`src/logic/smb_pkg.sv`:
```
// Shared constants and types for the system memory bus decoder
package smb_pkg;
  // Region bases; banks step on 16 MB boundaries (address bits 31:24)
  localparam logic [31:0] ROM_BASE       = 32'h0000_0000;
  localparam logic [31:0] FUNC_BASE      = 32'h1000_0000;
  localparam logic [31:0] IO_BASE        = 32'h2000_0000;
  localparam logic [31:0] DMA_IO_BASE    = 32'h2600_0000;
  localparam logic [31:0] SRAM_BASE      = 32'h3000_0000;
  localparam logic [31:0] USB_CSR_BASE   = 32'h3800_0000;
  localparam logic [31:0] USB_PLUG_BASE  = 32'h3900_0000;
  localparam logic [31:0] USB_PLUG_LAST  = 32'h3900_03FF;
  localparam logic [31:0] SDRAM_BASE     = 32'h4000_0000;
  localparam logic [31:0] SDRAM_MIR_BASE = 32'h8000_0000;
  localparam logic [31:0] MAC_BASE       = 32'hC000_0000;
  localparam logic [31:0] MAC_LAST       = 32'hC000_07FF;
  localparam logic [7:0]  ROM_BANKS      = 8'h04;
  localparam logic [7:0]  IO_BANKS       = 8'h06;
  localparam logic [7:0]  DMA_IO_BANKS   = 8'h04;
  localparam logic [7:0]  SRAM_BANKS     = 8'h03;
  // SDRAM geometry: 4 arrays of 16 MB give 64 MB in total
  localparam int          DRAM_MAX_MB    = 64;
  localparam int          ARRAY_LSB      = 28;
  localparam int          BANK_LSB       = 22;
  localparam int          ROW_LSB        = 10;
  localparam int          COL_LSB        = 2;
  localparam int          USB_ADDR_BIT   = 11;
  localparam logic [3:0]  USB_RX_DQM     = 4'h7;
  // Timing input fields: [3:0] activate-to-column wait, [7:4] read latency
  localparam int          TIM_RCD_LSB    = 0;
  localparam int          TIM_CL_LSB     = 4;
  // Peripheral strobe length in cycles
  localparam logic [3:0]  STROBE_CYC     = 4'h2;
  localparam logic [31:0] RDATA_RST      = 32'h0000_0000;

  typedef enum logic [3:0] {
    RGN_NONE, RGN_ROM, RGN_FUNC, RGN_IO, RGN_DMA, RGN_SRAM,
    RGN_USB_CSR, RGN_USB_PLUG, RGN_MAC, RGN_SDRAM
  } smb_region_t;

  typedef enum {
    ST_IDLE, ST_CS, ST_STROBE, ST_ACT, ST_RCD, ST_COL, ST_CAS, ST_PRE, ST_DONE
  } smb_state_t;
endpackage : smb_pkg

```
`src/logic/smb_decode.sv`:
```
// System memory bus decoder with flash, peripheral and SDRAM sequencing
module smb_decode (
  input  wire logic        i_clock,
  input  wire logic        i_nrst,
  input  wire logic        i_req,
  input  wire logic        i_we,
  input  wire logic [31:0] i_addr,
  input  wire logic [31:0] i_wdata,
  input  wire logic [3:0]  i_be,
  output logic             o_ack,
  output logic      [31:0] o_rdata,
  input  wire logic [7:0]  i_dram_timing,
  input  wire logic        i_usb_rx_req,
  input  wire logic [23:0] i_usb_rx_addr,
  output logic             o_usb_rx_done,
  input  wire logic        i_usb_irq,
  output logic             o_external_irq_line_1,
  output logic      [3:0]  o_rom_bank_select_n,
  output logic             o_func_block_select,
  output logic      [5:0]  o_io_bank_select_n,
  output logic      [3:0]  o_dma_io_select_n,
  output logic      [2:0]  o_sram_select_n,
  output logic             o_usb_csr_select_n,
  output logic             o_usb_plug_select_n,
  output logic             o_mac_select_n,
  output logic             o_rd_n,
  output logic             o_wr_n,
  output logic      [23:0] o_periph_addr,
  output logic      [31:0] o_periph_wdata,
  input  wire logic [31:0] i_periph_rdata,
  output logic      [3:0]  o_sdram_cs_n,
  output logic             o_ras_n,
  output logic             o_cas_n,
  output logic             o_dram_write_strobe_n,
  output logic             o_dram_output_strobe_n,
  output logic      [3:0]  o_dqm,
  output logic      [11:0] o_dram_addr_bus,
  output logic      [1:0]  o_dram_ba,
  output logic      [31:0] o_dram_data_bus,
  output logic             o_dram_data_oe_n,
  input  wire logic [31:0] i_dram_data_bus
);

  smb_pkg::smb_state_t  state_q;
  smb_pkg::smb_region_t rgn_d;
  smb_pkg::smb_region_t rgn_q;
  logic [2:0]           idx_d;
  logic [2:0]           idx_q;
  logic [7:0]           top;
  logic [31:0]          addr_q;
  logic [31:0]          wdata_q;
  logic [3:0]           be_q;
  logic                 we_q;
  logic                 usb_q;
  logic [7:0]           tim_q;
  logic [3:0]           cnt_q;
  logic [31:0]          rdata_q;
  logic                 irq_q;
  logic                 periph;

  // Region decode on the top address byte, whole address for USB plug and MAC; gaps fall to RGN_NONE
  assign top = i_addr[31:24];
  always_comb
  begin
    rgn_d = smb_pkg::RGN_NONE;
    idx_d = 3'h0;
    if (top < smb_pkg::ROM_BASE[31:24] + smb_pkg::ROM_BANKS)
    begin
      rgn_d = smb_pkg::RGN_ROM;
      idx_d = 3'(top - smb_pkg::ROM_BASE[31:24]);
    end
    else if (top[7:4] == smb_pkg::FUNC_BASE[31:28])
      rgn_d = smb_pkg::RGN_FUNC;
    else if (top >= smb_pkg::IO_BASE[31:24] && top < smb_pkg::DMA_IO_BASE[31:24])
    begin
      rgn_d = smb_pkg::RGN_IO;
      idx_d = 3'(top - smb_pkg::IO_BASE[31:24]);
    end
    else if (top >= smb_pkg::DMA_IO_BASE[31:24]
             && top < smb_pkg::DMA_IO_BASE[31:24] + smb_pkg::DMA_IO_BANKS)
    begin
      rgn_d = smb_pkg::RGN_DMA;
      idx_d = 3'(top - smb_pkg::DMA_IO_BASE[31:24]);
    end
    else if (top >= smb_pkg::SRAM_BASE[31:24]
             && top < smb_pkg::SRAM_BASE[31:24] + smb_pkg::SRAM_BANKS)
    begin
      rgn_d = smb_pkg::RGN_SRAM;
      idx_d = 3'(top - smb_pkg::SRAM_BASE[31:24]);
    end
    else if (top == smb_pkg::USB_CSR_BASE[31:24])
      rgn_d = smb_pkg::RGN_USB_CSR;
    else if (i_addr >= smb_pkg::USB_PLUG_BASE && i_addr <= smb_pkg::USB_PLUG_LAST)
      rgn_d = smb_pkg::RGN_USB_PLUG;
    else if (top[7:6] == smb_pkg::SDRAM_BASE[31:30]
             || top[7:6] == smb_pkg::SDRAM_MIR_BASE[31:30])
    begin
      rgn_d = smb_pkg::RGN_SDRAM;
      idx_d = {1'b0, i_addr[smb_pkg::ARRAY_LSB+1:smb_pkg::ARRAY_LSB]};
    end
    else if (i_addr >= smb_pkg::MAC_BASE && i_addr <= smb_pkg::MAC_LAST)
      rgn_d = smb_pkg::RGN_MAC;
  end

  // Sequencer; USB receive moves win over CPU requests when idle
  always_ff @(posedge i_clock or negedge i_nrst)
  begin
    if (!i_nrst)
    begin
      state_q <= smb_pkg::ST_IDLE;
      cnt_q   <= 4'h0;
    end
    else
    begin
      case (state_q)
        smb_pkg::ST_IDLE:
          if (i_usb_rx_req)
            state_q <= smb_pkg::ST_ACT;
          else if (i_req && rgn_d == smb_pkg::RGN_NONE)
            state_q <= smb_pkg::ST_DONE;
          else if (i_req && rgn_d == smb_pkg::RGN_SDRAM)
            state_q <= smb_pkg::ST_ACT;
          else if (i_req)
            state_q <= smb_pkg::ST_CS;
        smb_pkg::ST_CS:
        begin
          state_q <= smb_pkg::ST_STROBE;
          cnt_q   <= smb_pkg::STROBE_CYC - 4'h1;
        end
        smb_pkg::ST_STROBE:
          if (cnt_q == 4'h0)
            state_q <= smb_pkg::ST_DONE;
          else
            cnt_q <= cnt_q - 4'h1;
        smb_pkg::ST_ACT:
        begin
          state_q <= smb_pkg::ST_RCD;
          cnt_q   <= tim_q[smb_pkg::TIM_RCD_LSB+:4];
        end
        smb_pkg::ST_RCD:
          if (cnt_q == 4'h0)
            state_q <= smb_pkg::ST_COL;
          else
            cnt_q <= cnt_q - 4'h1;
        smb_pkg::ST_COL:
          if (we_q)
            state_q <= smb_pkg::ST_PRE;
          else
          begin
            state_q <= smb_pkg::ST_CAS;
            cnt_q   <= tim_q[smb_pkg::TIM_CL_LSB+:4];
          end
        smb_pkg::ST_CAS:
          if (cnt_q == 4'h0)
            state_q <= smb_pkg::ST_PRE;
          else
            cnt_q <= cnt_q - 4'h1;
        smb_pkg::ST_PRE:
          state_q <= smb_pkg::ST_DONE;
        smb_pkg::ST_DONE:
          state_q <= smb_pkg::ST_IDLE;
        default:
          state_q <= smb_pkg::ST_IDLE;
      endcase
    end
  end

  // Request capture; held for the whole access so precharge keeps its bank
  always_ff @(posedge i_clock or negedge i_nrst)
  begin
    if (!i_nrst)
    begin
      addr_q  <= 32'h0000_0000;
      wdata_q <= 32'h0000_0000;
      be_q    <= 4'h0;
      we_q    <= 1'b0;
      usb_q   <= 1'b0;
      rgn_q   <= smb_pkg::RGN_NONE;
      idx_q   <= 3'h0;
      tim_q   <= 8'h00;
    end
    else if (state_q == smb_pkg::ST_IDLE && (i_usb_rx_req || i_req))
    begin
      tim_q <= i_dram_timing;
      usb_q <= i_usb_rx_req;
      if (i_usb_rx_req)
      begin
        addr_q <= {smb_pkg::SDRAM_BASE[31:24], i_usb_rx_addr};
        we_q   <= 1'b1;
        be_q   <= ~smb_pkg::USB_RX_DQM;
        rgn_q  <= smb_pkg::RGN_SDRAM;
        idx_q  <= 3'h0;
      end
      else
      begin
        addr_q  <= i_addr;
        wdata_q <= i_wdata;
        we_q    <= i_we;
        be_q    <= i_be;
        rgn_q   <= rgn_d;
        idx_q   <= idx_d;
      end
    end
  end

  // Read data; unused regions read as zero, writes there are dropped
  always_ff @(posedge i_clock or negedge i_nrst)
  begin
    if (!i_nrst)
      rdata_q <= smb_pkg::RDATA_RST;
    else if (state_q == smb_pkg::ST_IDLE && i_req && !i_usb_rx_req)
      rdata_q <= smb_pkg::RDATA_RST;
    else if (state_q == smb_pkg::ST_STROBE && cnt_q == 4'h0 && !we_q)
      rdata_q <= i_periph_rdata;
    else if (state_q == smb_pkg::ST_CAS && cnt_q == 4'h0)
      rdata_q <= i_dram_data_bus;
  end

  // Interrupt from the USB controller is passed on, registered
  always_ff @(posedge i_clock or negedge i_nrst)
  begin
    if (!i_nrst)
      irq_q <= 1'b0;
    else
      irq_q <= i_usb_irq;
  end

  assign o_external_irq_line_1 = irq_q;
  assign o_rdata               = rdata_q;
  assign o_ack                 = state_q == smb_pkg::ST_DONE && !usb_q;
  assign o_usb_rx_done         = state_q == smb_pkg::ST_DONE && usb_q;
  assign o_periph_addr         = addr_q[23:0];
  assign o_periph_wdata        = wdata_q;
  assign periph = state_q == smb_pkg::ST_CS || state_q == smb_pkg::ST_STROBE;

  // Peripheral selects: select one cycle ahead of the strobe
  always_comb
  begin
    o_rom_bank_select_n = 4'hF;
    o_func_block_select = 1'b0;
    o_io_bank_select_n  = 6'h3F;
    o_dma_io_select_n   = 4'hF;
    o_sram_select_n     = 3'h7;
    o_usb_csr_select_n  = 1'b1;
    o_usb_plug_select_n = 1'b1;
    o_mac_select_n      = 1'b1;
    o_rd_n              = !(state_q == smb_pkg::ST_STROBE && !we_q);
    o_wr_n              = !(state_q == smb_pkg::ST_STROBE && we_q);
    if (periph)
    begin
      case (rgn_q)
        smb_pkg::RGN_ROM:      o_rom_bank_select_n = ~(4'h1 << idx_q[1:0]);
        smb_pkg::RGN_FUNC:     o_func_block_select = 1'b1;
        smb_pkg::RGN_IO:       o_io_bank_select_n  = ~(6'h01 << idx_q);
        smb_pkg::RGN_DMA:      o_dma_io_select_n   = ~(4'h1 << idx_q[1:0]);
        smb_pkg::RGN_SRAM:     o_sram_select_n     = ~(3'h1 << idx_q[1:0]);
        smb_pkg::RGN_USB_CSR:  o_usb_csr_select_n  = 1'b0;
        smb_pkg::RGN_USB_PLUG: o_usb_plug_select_n = 1'b0;
        smb_pkg::RGN_MAC:      o_mac_select_n      = 1'b0;
        default:               o_func_block_select = 1'b0;
      endcase
    end
    // USB receive uses I/O bank 4 for the whole SDRAM move
    if (usb_q && state_q inside {smb_pkg::ST_ACT, smb_pkg::ST_RCD,
                                 smb_pkg::ST_COL, smb_pkg::ST_PRE})
      o_io_bank_select_n = 6'h2F;
  end

  // SDRAM commands; chip select is dropped on no-operation cycles
  always_comb
  begin
    o_sdram_cs_n           = 4'hF;
    o_ras_n                = 1'b1;
    o_cas_n                = 1'b1;
    o_dram_write_strobe_n  = 1'b1;
    o_dram_output_strobe_n = 1'b1;
    o_dqm                  = 4'hF;
    o_dram_addr_bus        = 12'h000;
    o_dram_ba              = addr_q[smb_pkg::BANK_LSB+:2];
    o_dram_data_bus        = wdata_q;
    o_dram_data_oe_n       = 1'b1;
    case (state_q)
      smb_pkg::ST_ACT:
      begin
        o_sdram_cs_n    = ~(4'h1 << idx_q[1:0]);
        o_ras_n         = 1'b0;
        o_dram_addr_bus = addr_q[smb_pkg::ROW_LSB+:12];
      end
      smb_pkg::ST_COL:
      begin
        o_sdram_cs_n           = ~(4'h1 << idx_q[1:0]);
        o_cas_n                = 1'b0;
        o_dram_addr_bus        = {4'h0, addr_q[smb_pkg::COL_LSB+:8]};
        o_dram_write_strobe_n  = !we_q;
        o_dram_output_strobe_n = we_q;
        o_dqm                  = we_q ? ~be_q : 4'h0;
        // Receive bytes come from the USB chip on lanes 31:24
        o_dram_data_oe_n = !(we_q && !usb_q);
        if (usb_q)
          o_dram_addr_bus[smb_pkg::USB_ADDR_BIT] = 1'b1;
      end
      smb_pkg::ST_CAS:
      begin
        o_dram_output_strobe_n = 1'b0;
        o_dqm                  = 4'h0;
      end
      smb_pkg::ST_PRE:
      begin
        o_sdram_cs_n          = ~(4'h1 << idx_q[1:0]);
        o_ras_n               = 1'b0;
        o_dram_write_strobe_n = 1'b0;
        o_dqm                 = 4'hF;
      end
      default:
        o_dqm = 4'hF;
    endcase
  end

  // Checks
  logic [1:0] col_ba_h;
  logic [4:0] gap_h;
  always_ff @(posedge i_clock or negedge i_nrst)
  begin
    if (!i_nrst)
    begin
      col_ba_h <= 2'h0;
      gap_h    <= 5'h00;
    end
    else
    begin
      if (!o_cas_n)
        col_ba_h <= o_dram_ba;
      gap_h <= (state_q == smb_pkg::ST_ACT) ? 5'h01 : gap_h + 5'h01;
    end
  end
endmodule : smb_decode

```
`config.mk`:
```
export PLATFORM = sky130hd
export DESIGN_NAME = smb_decode
export DESIGN_NICKNAME = d
export VERILOG_FILES = /design/src/logic/smb_pkg.sv /design/src/logic/smb_decode.sv
export SDC_FILE = /design/constraint.sdc
export NUM_CORES = 1
export LEC_CHECK = 0
export BUFFER_PORTS_ARGS = -buffer_cell sky130_fd_sc_hd__buf_2
export CAP_MARGIN = 10
export CORE_AREA = 2 2 135 137
export CTS_BUF_LIST = sky130_fd_sc_hd__clkbuf_8 sky130_fd_sc_hd__clkbuf_16
export DETAILED_ROUTE_END_ITERATION = 6
export DIE_AREA = 0 0 137 139
export PLACE_DENSITY = 0.68
export SLEW_MARGIN = 10
export SYNTH_ARGS = -nofsm -noshare
export SYNTH_HDL_FRONTEND = slang
export SYNTH_SLANG_ARGS = --single-unit
```
`constraint.sdc`:
```
create_clock -name i_clock -period 2.7 [get_ports i_clock]
set_input_delay 0.54 -clock i_clock [delete_from_list [all_inputs] [get_ports i_clock]]
set_output_delay 0.54 -clock i_clock [all_outputs]
set_load 0.02 [all_outputs]
```
# == Word-level counts from Yosys, hierarchy flattened ==
# Cells that the tools add are included.
# op_classes
n_addsub,4
multipliers,0
div,0
order_cmp,11
eq_ne,30
n_shift,3
n_mux,64
bitwise_logic,5
reduce_logical,41
# ops
operator,n
two-way mux 32 bit,10
case mux 32 bit (8 select lines),1
== test 32 x 3 -> 1 bit (second input constant),5
== test 32 x 2 -> 1 bit (second input constant),3
two-way mux 4 bit,19
zero test 32 bit,2
== test 32 x 1 -> 1 bit (second input constant),1
== test 32 x 4 -> 1 bit (second input constant),1
== test 32 x 5 -> 1 bit (second input constant),1
>= comparator 32 x 30 -> 1 bit (second input constant),1
>= comparator 32 bit (second input constant),1
less-or-equal comparator 32 x 30 -> 1 bit (second input constant),1
less-or-equal comparator 32 bit (second input constant),1
>= comparator 8 x 6 -> 1 bit (second input constant),3
< comparator 8 x 6 -> 1 bit (second input constant),3
two-way mux 24 bit,1
two-way mux 3 bit,8
case mux 12 bit (2 select lines),1
logical AND 1 bit,19
two-way mux 6 bit,3
== test 4 x 3 -> 1 bit (second input constant),4
case mux 4 bit (4 select lines),1
two-way mux 1 bit,14
!= test 2 bit (second input constant),5
other kinds (31),49
# totals
regBits,146
latchBits,0
mem_bits_rw,0
rom_bits,0
in_bits,170
output_inout_bits,173
n_memories,0

# == Longest topological paths before layout ==
# Gate-level depths: netlist (run 1).
# depth
depth_word,17
mapped_depth,9
mapped_depth_nobuf,9

# == Worst setup path after synthesis (run 1) ==
# Ideal clock, no wire load.
# synth_path
path_type,register -> output
startpoint,register state_q[0]
endpoint,output port o_dram_addr_bus[0]
t_arrival_ps,1675
path_slack_ps,485
stages_incl_launch_ff,7
n_path_buf,3
path_cell_list,dfrtp_1 > buf_2 > buf_2 > nand2_1 > nor3_1 > buf_2 > a22o_1
# synth_via
elab_chain_len,2
elab_cells_between_ends,3
# synth_rtl
item,line_no,source
"start, declared",smb_decode.sv:44,smb_pkg::smb_state_t state_q;
"start signal, assigned",smb_decode.sv:110,state_q <= smb_pkg::ST_IDLE;
"start signal, assigned",smb_decode.sv:118,state_q <= smb_pkg::ST_ACT;
"start signal, assigned",smb_decode.sv:120,state_q <= smb_pkg::ST_DONE;
== test 32 x 3 -> 1 bit or == test 32 x 2 -> 1 bit (tied branches),smb_decode.sv:282,case (state_q)
case mux 12 bit (2 select lines) *,smb_decode.sv:282,
"end, declared",smb_decode.sv:37,"output logic [11:0] o_dram_addr_bus,"
# Every way passes the cells marked *; elsewhere a longest branch is shown, timed or not.

# == Final worst setup path (run 1) ==
# layout_path
startpoint,register state_q[0]
endpoint,output port o_io_bank_select_n[3]
# layout_via
elab_chain_len,4
elab_cells_between_ends,11
# layout_rtl
item,line_no,source
== test 32 x 2 -> 1 bit (tied with other cells),smb_decode.sv:264,"if (usb_q && state_q inside {smb_pkg::ST_ACT, smb_pkg::ST_RCD,"
nonzero test 4 bit or logical OR 1 bit (tied branches),"smb_decode.sv:264, smb_decode.sv:234",
logical AND 1 bit or two-way mux 6 bit (tied branches),"smb_decode.sv:264, smb_decode.sv:249",
two-way mux 6 bit *,smb_decode.sv:264,
"end, declared",smb_decode.sv:20,"output logic [5:0] o_io_bank_select_n,"
# Marked as above.

==> summary.txt, run 1 <==
Critical path
  – R2R Setup Slk: 0.48 ns
  – CP Launch Type: flop
  – Worst r2r path cells: 5
  – Most used cell, CP: buf_4
  – Crit-path slowest cell: dfrtp_1
  – Critical path capture point type: output pin
  – RR Endpoint: addr_q[16]$_DFFE_PN0P_
  – Cells along the critical path: buf_4 -> nand2_2 -> o21ai_0 -> and3b_1 -> nor3b_2 -> nand4_1 -> buf_4
  – CP Data Arrival Time: 2.09 ns
  – Top cell family by delay on the critical path: simple AND/OR/NAND/NOR gates
  – Max stage delay on crit path: 0.38 ns
  – Crit Path Category: flop to output pin
  – CP max FO: 16
  – Buf/Inv on CP: 2
  – Worst r2r src: state_q[3]$_DFFE_PN0P_
  – Critical Path RT: 2.16 ns

Synth
  – Seq/Total Area, Yosys: 0.446
  – Syn_area_per_cell: 8.92 µm²
  – Fraction of registers with async set/reset: 1.00
  – Flops & latches, synth: 118
  – Synth Cell Area: 0.00662 mm²
  – Post-synthesis xor/xnor area fraction: 0.00265
  – Synth Net Count: 917
  – Cells after synthesis: 742
  – Synth Area in Compound Gates: 0.154
  – Post-Synth Simple-Gate Area: 0.228
  – Adder-Cell Fraction of Synth Area: 0.00946
  – Post-synth EDFFs: 0
  – Main combinational cell family by area after synthesis: simple AND/OR/NAND/NOR gates
  – Synth cell types: 69
  – Most used DFF post-synth: dfrtp_1
  – Number of synthesis warnings: 0
  – Mux share of post-synthesis cell area: 0.0787

Floorplanning
  – Site Rows: 49
  – Initial Utilization: 0.375
  – Die area: 0.0190 mm²
  – # IOs: 343
  – Core area: 0.0177 mm²
  – Die Width: 137 µm
  – Die height: 139 µm

Timing
  – Period utilization: 0.973
  – Clock skew: 0.00996 ns
  – Final TNS setup: 0 ns
  – Final hold violations: 0
  – Worst rel slew slack: 0.582
  – Setup ws final: 0.0726 ns
  – Worst slew pin tran: 0.625 ns
  – Max Slew Vio Count: 0
  – Fmax: 381 MHz
  – Post-route minimum period: 2.63 ns
  – RSZ-0062 raised after global routing: false
  – Final count of negative-setup-slack endpoints: 0

Placement
  – Port bufs: 342
  – Gp weighted congestion: 0.899
  – Pre-CTS setup slack: 0.223 ns
  – Detailed placement HPWL: 16000 µm
  – DP Area: 0.00837 mm²

Power
  – Cell Pwr Density: 1210 mW/mm²
  – Flop pwr share: 0.295
  – P_leak: 4.56 nW
  – Int Power: 0.00614 W
  – Sw Ratio: 0.440
  – NetSw: 0.00482 W
  – Combinational share of power: 0.471
  – Share of total power in the clock network: 0.235
  – Max rail drop VDD: 0.591 mV

CTS
  – CTS H-tree depth: 4
  – CTS buffer count: 17
  – CTS Hold Bufs: 0
  – # clock sinks: 118
  – Clk root buf: clkbuf_16
  – Clock Path Buffers: 2
  – CTS tree: built
  – Clk Latency, worst-skew pair: 0.42 ns
  – Clock transition at path regs: 0.05 ns

Layout
  – Ratio of cells with drive above 1 in the final layout: 0.406
  – Area grow syn2layout: 37.4%
  – FF+latch area: 0.00295 mm²
  – # fillers: 1675
  – Layout Nets: 1223
  – Area taken by multi-input logic gates: 0.00318 mm²
  – Final Cell Area: 0.00909 mm²
  – Layout Utilization: 0.515

Routing
  – WL/cell: 16.2 µm
  – Number of routed nets with antenna violations: 0
  – Vias: 6535
  – Initial DRC Count: 419
  – DRC Markers: 0
  – Drt total wl: 20900 µm
  – Drt via density: 5.06
  – Drt pass-1 iters: 5

GRT
  – Vias in the first global route: 5939
  – Initial antenna violation count: 1
  – First-pass GRT wire length: 31400 µm
  – Largest net degree at the start of global routing: 72
  – GR Overflow Total: 0
  – Gr usage total: 0.214

Hold path
  – Min-Delay Path Class: input port to async pin

Run
  – Max capacitance violation total: 0

Outcome
  – Outcome: finished clean
-- registers in the layout, summed over array words and instances, names as in the netlist --
| name | cells |
|---|---|
| state_q | 4 |
| idx_q | 3 |
| cnt_q | 4 |
| usb_q | 1 |
| addr_q | 24 |
| o_external_irq_line_1 | 1 |
| be_q | 4 |
| we_q | 1 |
| o_dram_data_bus | 32 |
| o_rdata | 32 |
| tim_q | 8 |
| rgn_q | 4 |
-- layout make-up --
type / instances / area share
Inverter: 10 / 0.00413
Clock buffer: 17 / 0.0468
Tap cell: 229 / 0.0315
Multi-Input combinational cell: 535 / 0.350
Clock inverter: 15 / 0.0277
Antenna cell: 1 / 0.000275
Timing Repair Buffer: 366 / 0.214
Sequential cell: 118 / 0.325
-- cell families (layout without fill, tap and decap cells) --
logic type | after synthesis | in the layout
fa+ha+maj | 5 | 5
other cells | 0 | 1
mux | 52 | 52
xor+xnor | 2 | 2
compound gates | 142 | 142
simple gates | 334 | 334
buf+inv | 89 | 408
flops | 118 | 118
-- how the worst max path moves through the flow --
stage / from / to / slack [ns] / cells after the start
3_3_place_gp: i_addr[30] / state_q[3]$_DFFE_PN0P_ / 0.32 / 9
4_1_cts: state_q[1]$_DFFE_PN0P_ / o_rom_bank_select_n[3] / 0.06 / 6
2_1_floorplan: state_q[0]$_DFFE_PN0P_ / o_dram_addr_bus[0] / 0.48 / 6
5_1_grt: state_q[0]$_DFFE_PN0P_ / o_io_bank_select_n[3] / 0.008 / 7
6_report: state_q[0]$_DFFE_PN0P_ / o_io_bank_select_n[3] / 0.07 / 7
3_5_place_dp: i_addr[30] / state_q[0]$_DFFE_PN0P_ / 0.22 / 10
-- synth_stat cells (3+ instances only) --
cell,n,area share
a21oi_1,11,0.0083
nor2_1,66,0.037
and2_1,6,0.0057
nand4_1,3,0.0028
buf_2,11,0.0083
a211oi_1,26,0.030
a31oi_1,3,0.0028
buf_6,4,0.0068
ha_1,5,0.0095
o21ai_0,47,0.036
o21a_1,5,0.0057
nor3_1,17,0.013
nand3_1,15,0.011
o22ai_1,7,0.0066
nor2b_1,7,0.0066
inv_1,9,0.0051
or3_1,5,0.0047
a211oi_2,8,0.015
buf_4,41,0.047
a22o_1,14,0.019
dfrtp_1,118,0.45
mux2i_1,52,0.079
nand2_1,177,0.10
nand2b_1,5,0.0047
clkbuf_1,21,0.012
nor4_1,9,0.0085
-- per-stage QoR --
stage / cells / hold WS (ns) / total power, W
2_1_floorplan: 742 / 0.244 / 0.00674
3_3_place_gp: 1257 / 0.464 / 0.00828
3_5_place_dp: 1257 / 0.468 / 0.00838
4_1_cts: 1289 / 0.108 / 0.0110
5_1_grt: 1290 / 0.127 / 0.0117
6_report: 1291 / 0.103 / 0.0110
-- metal layers --
layer	GRT usage	routed length (µm)	share of wire
met5	0	13	0.00062
met4	0.0760	451	0.022
met3	0.0490	1560	0.075
met2	0.350	10100	0.49
met1	0.275	8740	0.42
-- cells in the final DEF, fill, tap and decap left out, drive strengths merged, types with 6 or more instances in the layout --
cell	n
a211oi	34
a21oi	12
a22o	14
and2	8
buf	366
bufinv	6
clkbuf	17
dfrtp	118
inv	13
mux2i	52
nand2	178
nand3	16
nor2	68
nor2b	7
nor3	18
nor4	10
o21ai	48
o22ai	7
-- what timing repair did --
item / CTS / global route
pin swaps: 0 / 1
setup buffers: 0 / 1
endpoints found under the setup margin: 7 / 14
resized for setup: 2 / 8
-- power by group through the flow --
stage	Sequential [W]	Clock, W	Combinational, W
6_report	0.00323	0.00257	0.00516
5_1_grt	0.00334	0.00272	0.00562
4_1_cts	0.00322	0.00263	0.00515
3_5_place_dp	0.00324	0	0.00514
3_3_place_gp	0.00322	0	0.00506
2_1_floorplan	0.00387	0	0.00287
No activity file was read; power rests on OpenSTA's default activity.
==> inputs of run 2 (changes only) <==
--- a/config.mk
+++ b/config.mk
@@ -7,11 +7,11 @@
 export LEC_CHECK = 0
 export BUFFER_PORTS_ARGS = -buffer_cell sky130_fd_sc_hd__buf_2
 export CAP_MARGIN = 10
-export CORE_AREA = 2 2 135 137
+export CORE_MARGIN = 2
+export CORE_UTILIZATION = 25
 export CTS_BUF_LIST = sky130_fd_sc_hd__clkbuf_8 sky130_fd_sc_hd__clkbuf_16
 export DETAILED_ROUTE_END_ITERATION = 6
-export DIE_AREA = 0 0 137 139
-export PLACE_DENSITY = 0.68
+export PLACE_DENSITY = 0.48
 export SLEW_MARGIN = 10
 export SYNTH_ARGS = -nofsm -noshare
 export SYNTH_HDL_FRONTEND = slang
==> run 2 against run 1 <==
Against the previous run: sequential cell count unchanged; die area increased by 46%; highest routed layer unchanged; cell count increased by 8.3%; sequential share of layout area decreased by 0.18 points; clock skew about the same; critical path depth decreased by 1; routed wire length increased by 11%.
==> summary.txt, run 2 (synthesis results as in run 1) <==
Outcome
  – Outcome: finished clean

CTS
  – CTS H-tree depth: 4 (unchanged)
  – Setup Buffers After CTS: 0 (unchanged)
  – CTS buffer count: 17 (unchanged)
  – Clk Latency, worst-skew pair: 0.41 ns (about the same)
  – Clk root buf: clkbuf_16
  – Clock Path Buffers: 2 (unchanged)
  – CTS tree: built
  – # clock sinks: 118 (unchanged)
  – Clock transition at path regs: 0.06 ns (about the same)

Power
  – Int Power: 0.00581 W (-5.4%)
  – Cell Pwr Density: 1160 mW/mm² (-3.5%)
  – P_leak: 4.54 nW (-0.49%)
  – Pwr Total: 0.0106 W (-2.9%)
  – Flop pwr share: 0.305 (+0.010)
  – Share of total power in the clock network: 0.211 (-0.024)
  – NetSw: 0.00482 W (+0.11%)
  – Sw Ratio: 0.454 (+0.0139)
  – Max rail drop VDD: 0.444 mV (-25%)
  – Combinational share of power: 0.484 (+0.013)

Routing
  – Vias: 6436 (-1.5%)
  – Drt via density: 4.60 (-9.1%)
  – Drt total wl: 23300 µm (+11%)
  – Initial DRC Count: 414 (-1.2%)
  – Drt pass-1 iters: 4 (-1)
  – WL/cell: 16.6 µm (+2.8%)
  – DRC Markers: 0 (unchanged)
  – Number of routed nets with antenna violations: 0 (unchanged)

Timing
  – Final TNS setup: 0 ns (unchanged)
  – Max Slew Vio Count: 0 (unchanged)
  – Clock skew: 0.00946 ns (-0.000494 ns)
  – RSZ-0062 raised after global routing: true
  – Period utilization: 0.952 (-0.0208)
  – Final count of negative-setup-slack endpoints: 0 (unchanged)
  – Worst slew pin tran: 0.702 ns (+0.0770 ns)
  – Worst rel slew slack: 0.528 (-0.0541)
  – Setup ws final: 0.129 ns (+0.0561 ns)
  – Final hold violations: 0 (unchanged)
  – Fmax: 389 MHz (+2.2%)
  – Post-route minimum period: 2.57 ns (-0.0561 ns)

Layout
  – N_diodes: 0 (-1)
  – Layout Utilization: 0.352 (-0.163)
  – # fillers: 2783 (+66%)
  – Most common cell after layout, fill and taps aside: buf_2
  – Area grow syn2layout: 38.2%
  – Layout Nets: 1226 (+0.25%)
  – Ratio of cells with drive above 1 in the final layout: 0.404 (-0.00265)
  – Final Cell Area: 0.00914 mm² (+0.59%)
  – Most frequent cells in the layout: buf_2, nand2_1, dfrtp_1

GRT
  – Grt peak-use layer: met2
  – Global Route met2 Usage: 0.276 (-0.0743)
  – First-pass GRT wire length: 35400 µm (+13%)
  – GR Overflow Total: 0 (unchanged)
  – Initial antenna violation count: 2 (+1)
  – Vias in the first global route: 6069 (+2.2%)
  – Gr usage total: 0.163 (-0.0508)
  – M3 GR Usage: 0.0333 (-0.0157)
  – Met1 usage: 0.214 (-0.0607)
  – Largest net degree at the start of global routing: 65 (-9.7%)

Placement
  – DP Area: 0.00854 mm² (+2.0%)
  – Pre-CTS setup slack: 0.206 ns (-0.0174 ns)
  – Port bufs: 342 (unchanged)
  – Detailed placement HPWL: 18000 µm (+13%)
  – Gp weighted congestion: 0.818 (-9.1%)

Critical path
  – Crit Path Category: flop to output pin
  – CP Data Arrival Time: 2.03 ns (-0.06 ns)
  – CP Launch Type: flop
  – Max stage delay on crit path: 0.48 ns (+0.10 ns)
  – Critical Path RT: 2.16 ns (about the same)
  – R2R Setup Slk: 0.47 ns (about the same)
  – RR Endpoint: addr_q[9]$_DFFE_PN0P_
  – Crit-path slowest cell: dfrtp_2
  – Worst r2r src: state_q[3]$_DFFE_PN0P_
  – CP max FO: 8 (-8)
  – Worst r2r path cells: 6 (+1)
  – Cells along the critical path: inv_2 -> o21ai_0 -> and3b_1 -> nor3b_4 -> nand4_1 -> buf_2
  – Critical path capture point type: output pin

Floorplanning
  – Die area: 0.0278 mm² (+46%)
  – Site Rows: 59 (+20%)
  – Core area: 0.0260 mm² (+47%)
  – Die height: 167 µm (+20%)
  – Initial Utilization: 0.255 (-0.120)
  – # IOs: 343 (unchanged)
  – Die Width: 167 µm (+22%)

Run
  – Max capacitance violation total: 0 (unchanged)

Hold path
  – Min-Delay Path Class: input port to async pin
## run 2: cell types whose count changed in the layout (fill, tap and decap cells not counted), moves of 2 or more
cell / previous run / this run
clkinv_4: 4 / 1
inv_6: 2 / 0
clkbuf_8: 0 / 3
bufinv_16: 6 / 2
clkinv_2: 0 / 3
inv_1: 10 / 12
## run 2: repair_timing
| item | CTS | global route |
|---|---|---|
| hold endpoints to repair | 0 | 0 |
| gates resized for setup | 4 | 5 |
| setup endpoints to repair | 13 | 14 |
| cloned | 0 | 0 |
| hold buffers | 0 | 0 |
## run 2: cell type report
class	count	area, µm²	area share
clock inverters	11	110	0.0120
repair buffers	369	1970	0.216
multi-input cells	535	3180	0.348
inverters	10	37.5	0.00411
well taps	335	419	0.0458
clock buffers	20	467	0.0510
flip-flops and latches	118	2960	0.323
## run 2: critical path, delay by kind of cell (launching register included)
kind                   cells  cell delay (ns)
AND/OR/NAND/NOR            3             0.68
flip-flops                 1             0.48
buffers and inverters      2             0.37
AO/OA/AOI/OAI              1             0.10
## run 2: how the worst max path moves through the flow
stage,depth (start not counted),slack (ns),end,from
2_1_floorplan,6,0.48,o_dram_addr_bus[0],state_q[0]$_DFFE_PN0P_
6_report,6,0.13,o_io_bank_select_n[3],state_q[2]$_DFFE_PN0P_
3_5_place_dp,10,0.21,state_q[0]$_DFFE_PN0P_,i_addr[30]
5_1_grt,6,-0.003,o_usb_csr_select_n,state_q[1]$_DFFE_PN0P_
3_3_place_gp,9,0.30,state_q[3]$_DFFE_PN0P_,i_addr[30]
4_1_cts,6,0.005,o_io_bank_select_n[3],state_q[2]$_DFFE_PN0P_
## run 2: layer usage
layer / part of all wire / up-vias
li1: - / 3166
met1: 0.44 / 3021
met2: 0.49 / 224
met3: 0.058 / 21
met4: 0.012 / 4
met5: 0.0012 / -
## run 2: power by group through the flow
stage / clock network (W) / registers (W) / logic (W)
2_1_floorplan: 0 / 0.00387 / 0.00287
3_3_place_gp: 0 / 0.00325 / 0.00516
3_5_place_dp: 0 / 0.00326 / 0.00520
4_1_cts: 0.00232 / 0.00325 / 0.00522
5_1_grt: 0.00240 / 0.00337 / 0.00562
6_report: 0.00224 / 0.00324 / 0.00515
## run 2: through the flow
stage	instances	hold WS, ns
global placement	1367	0.462
finish	1398	0.0536
CTS	1398	0.0698
detailed placement	1367	0.469
global route	1398	0.0832
floorplan	742	0.244
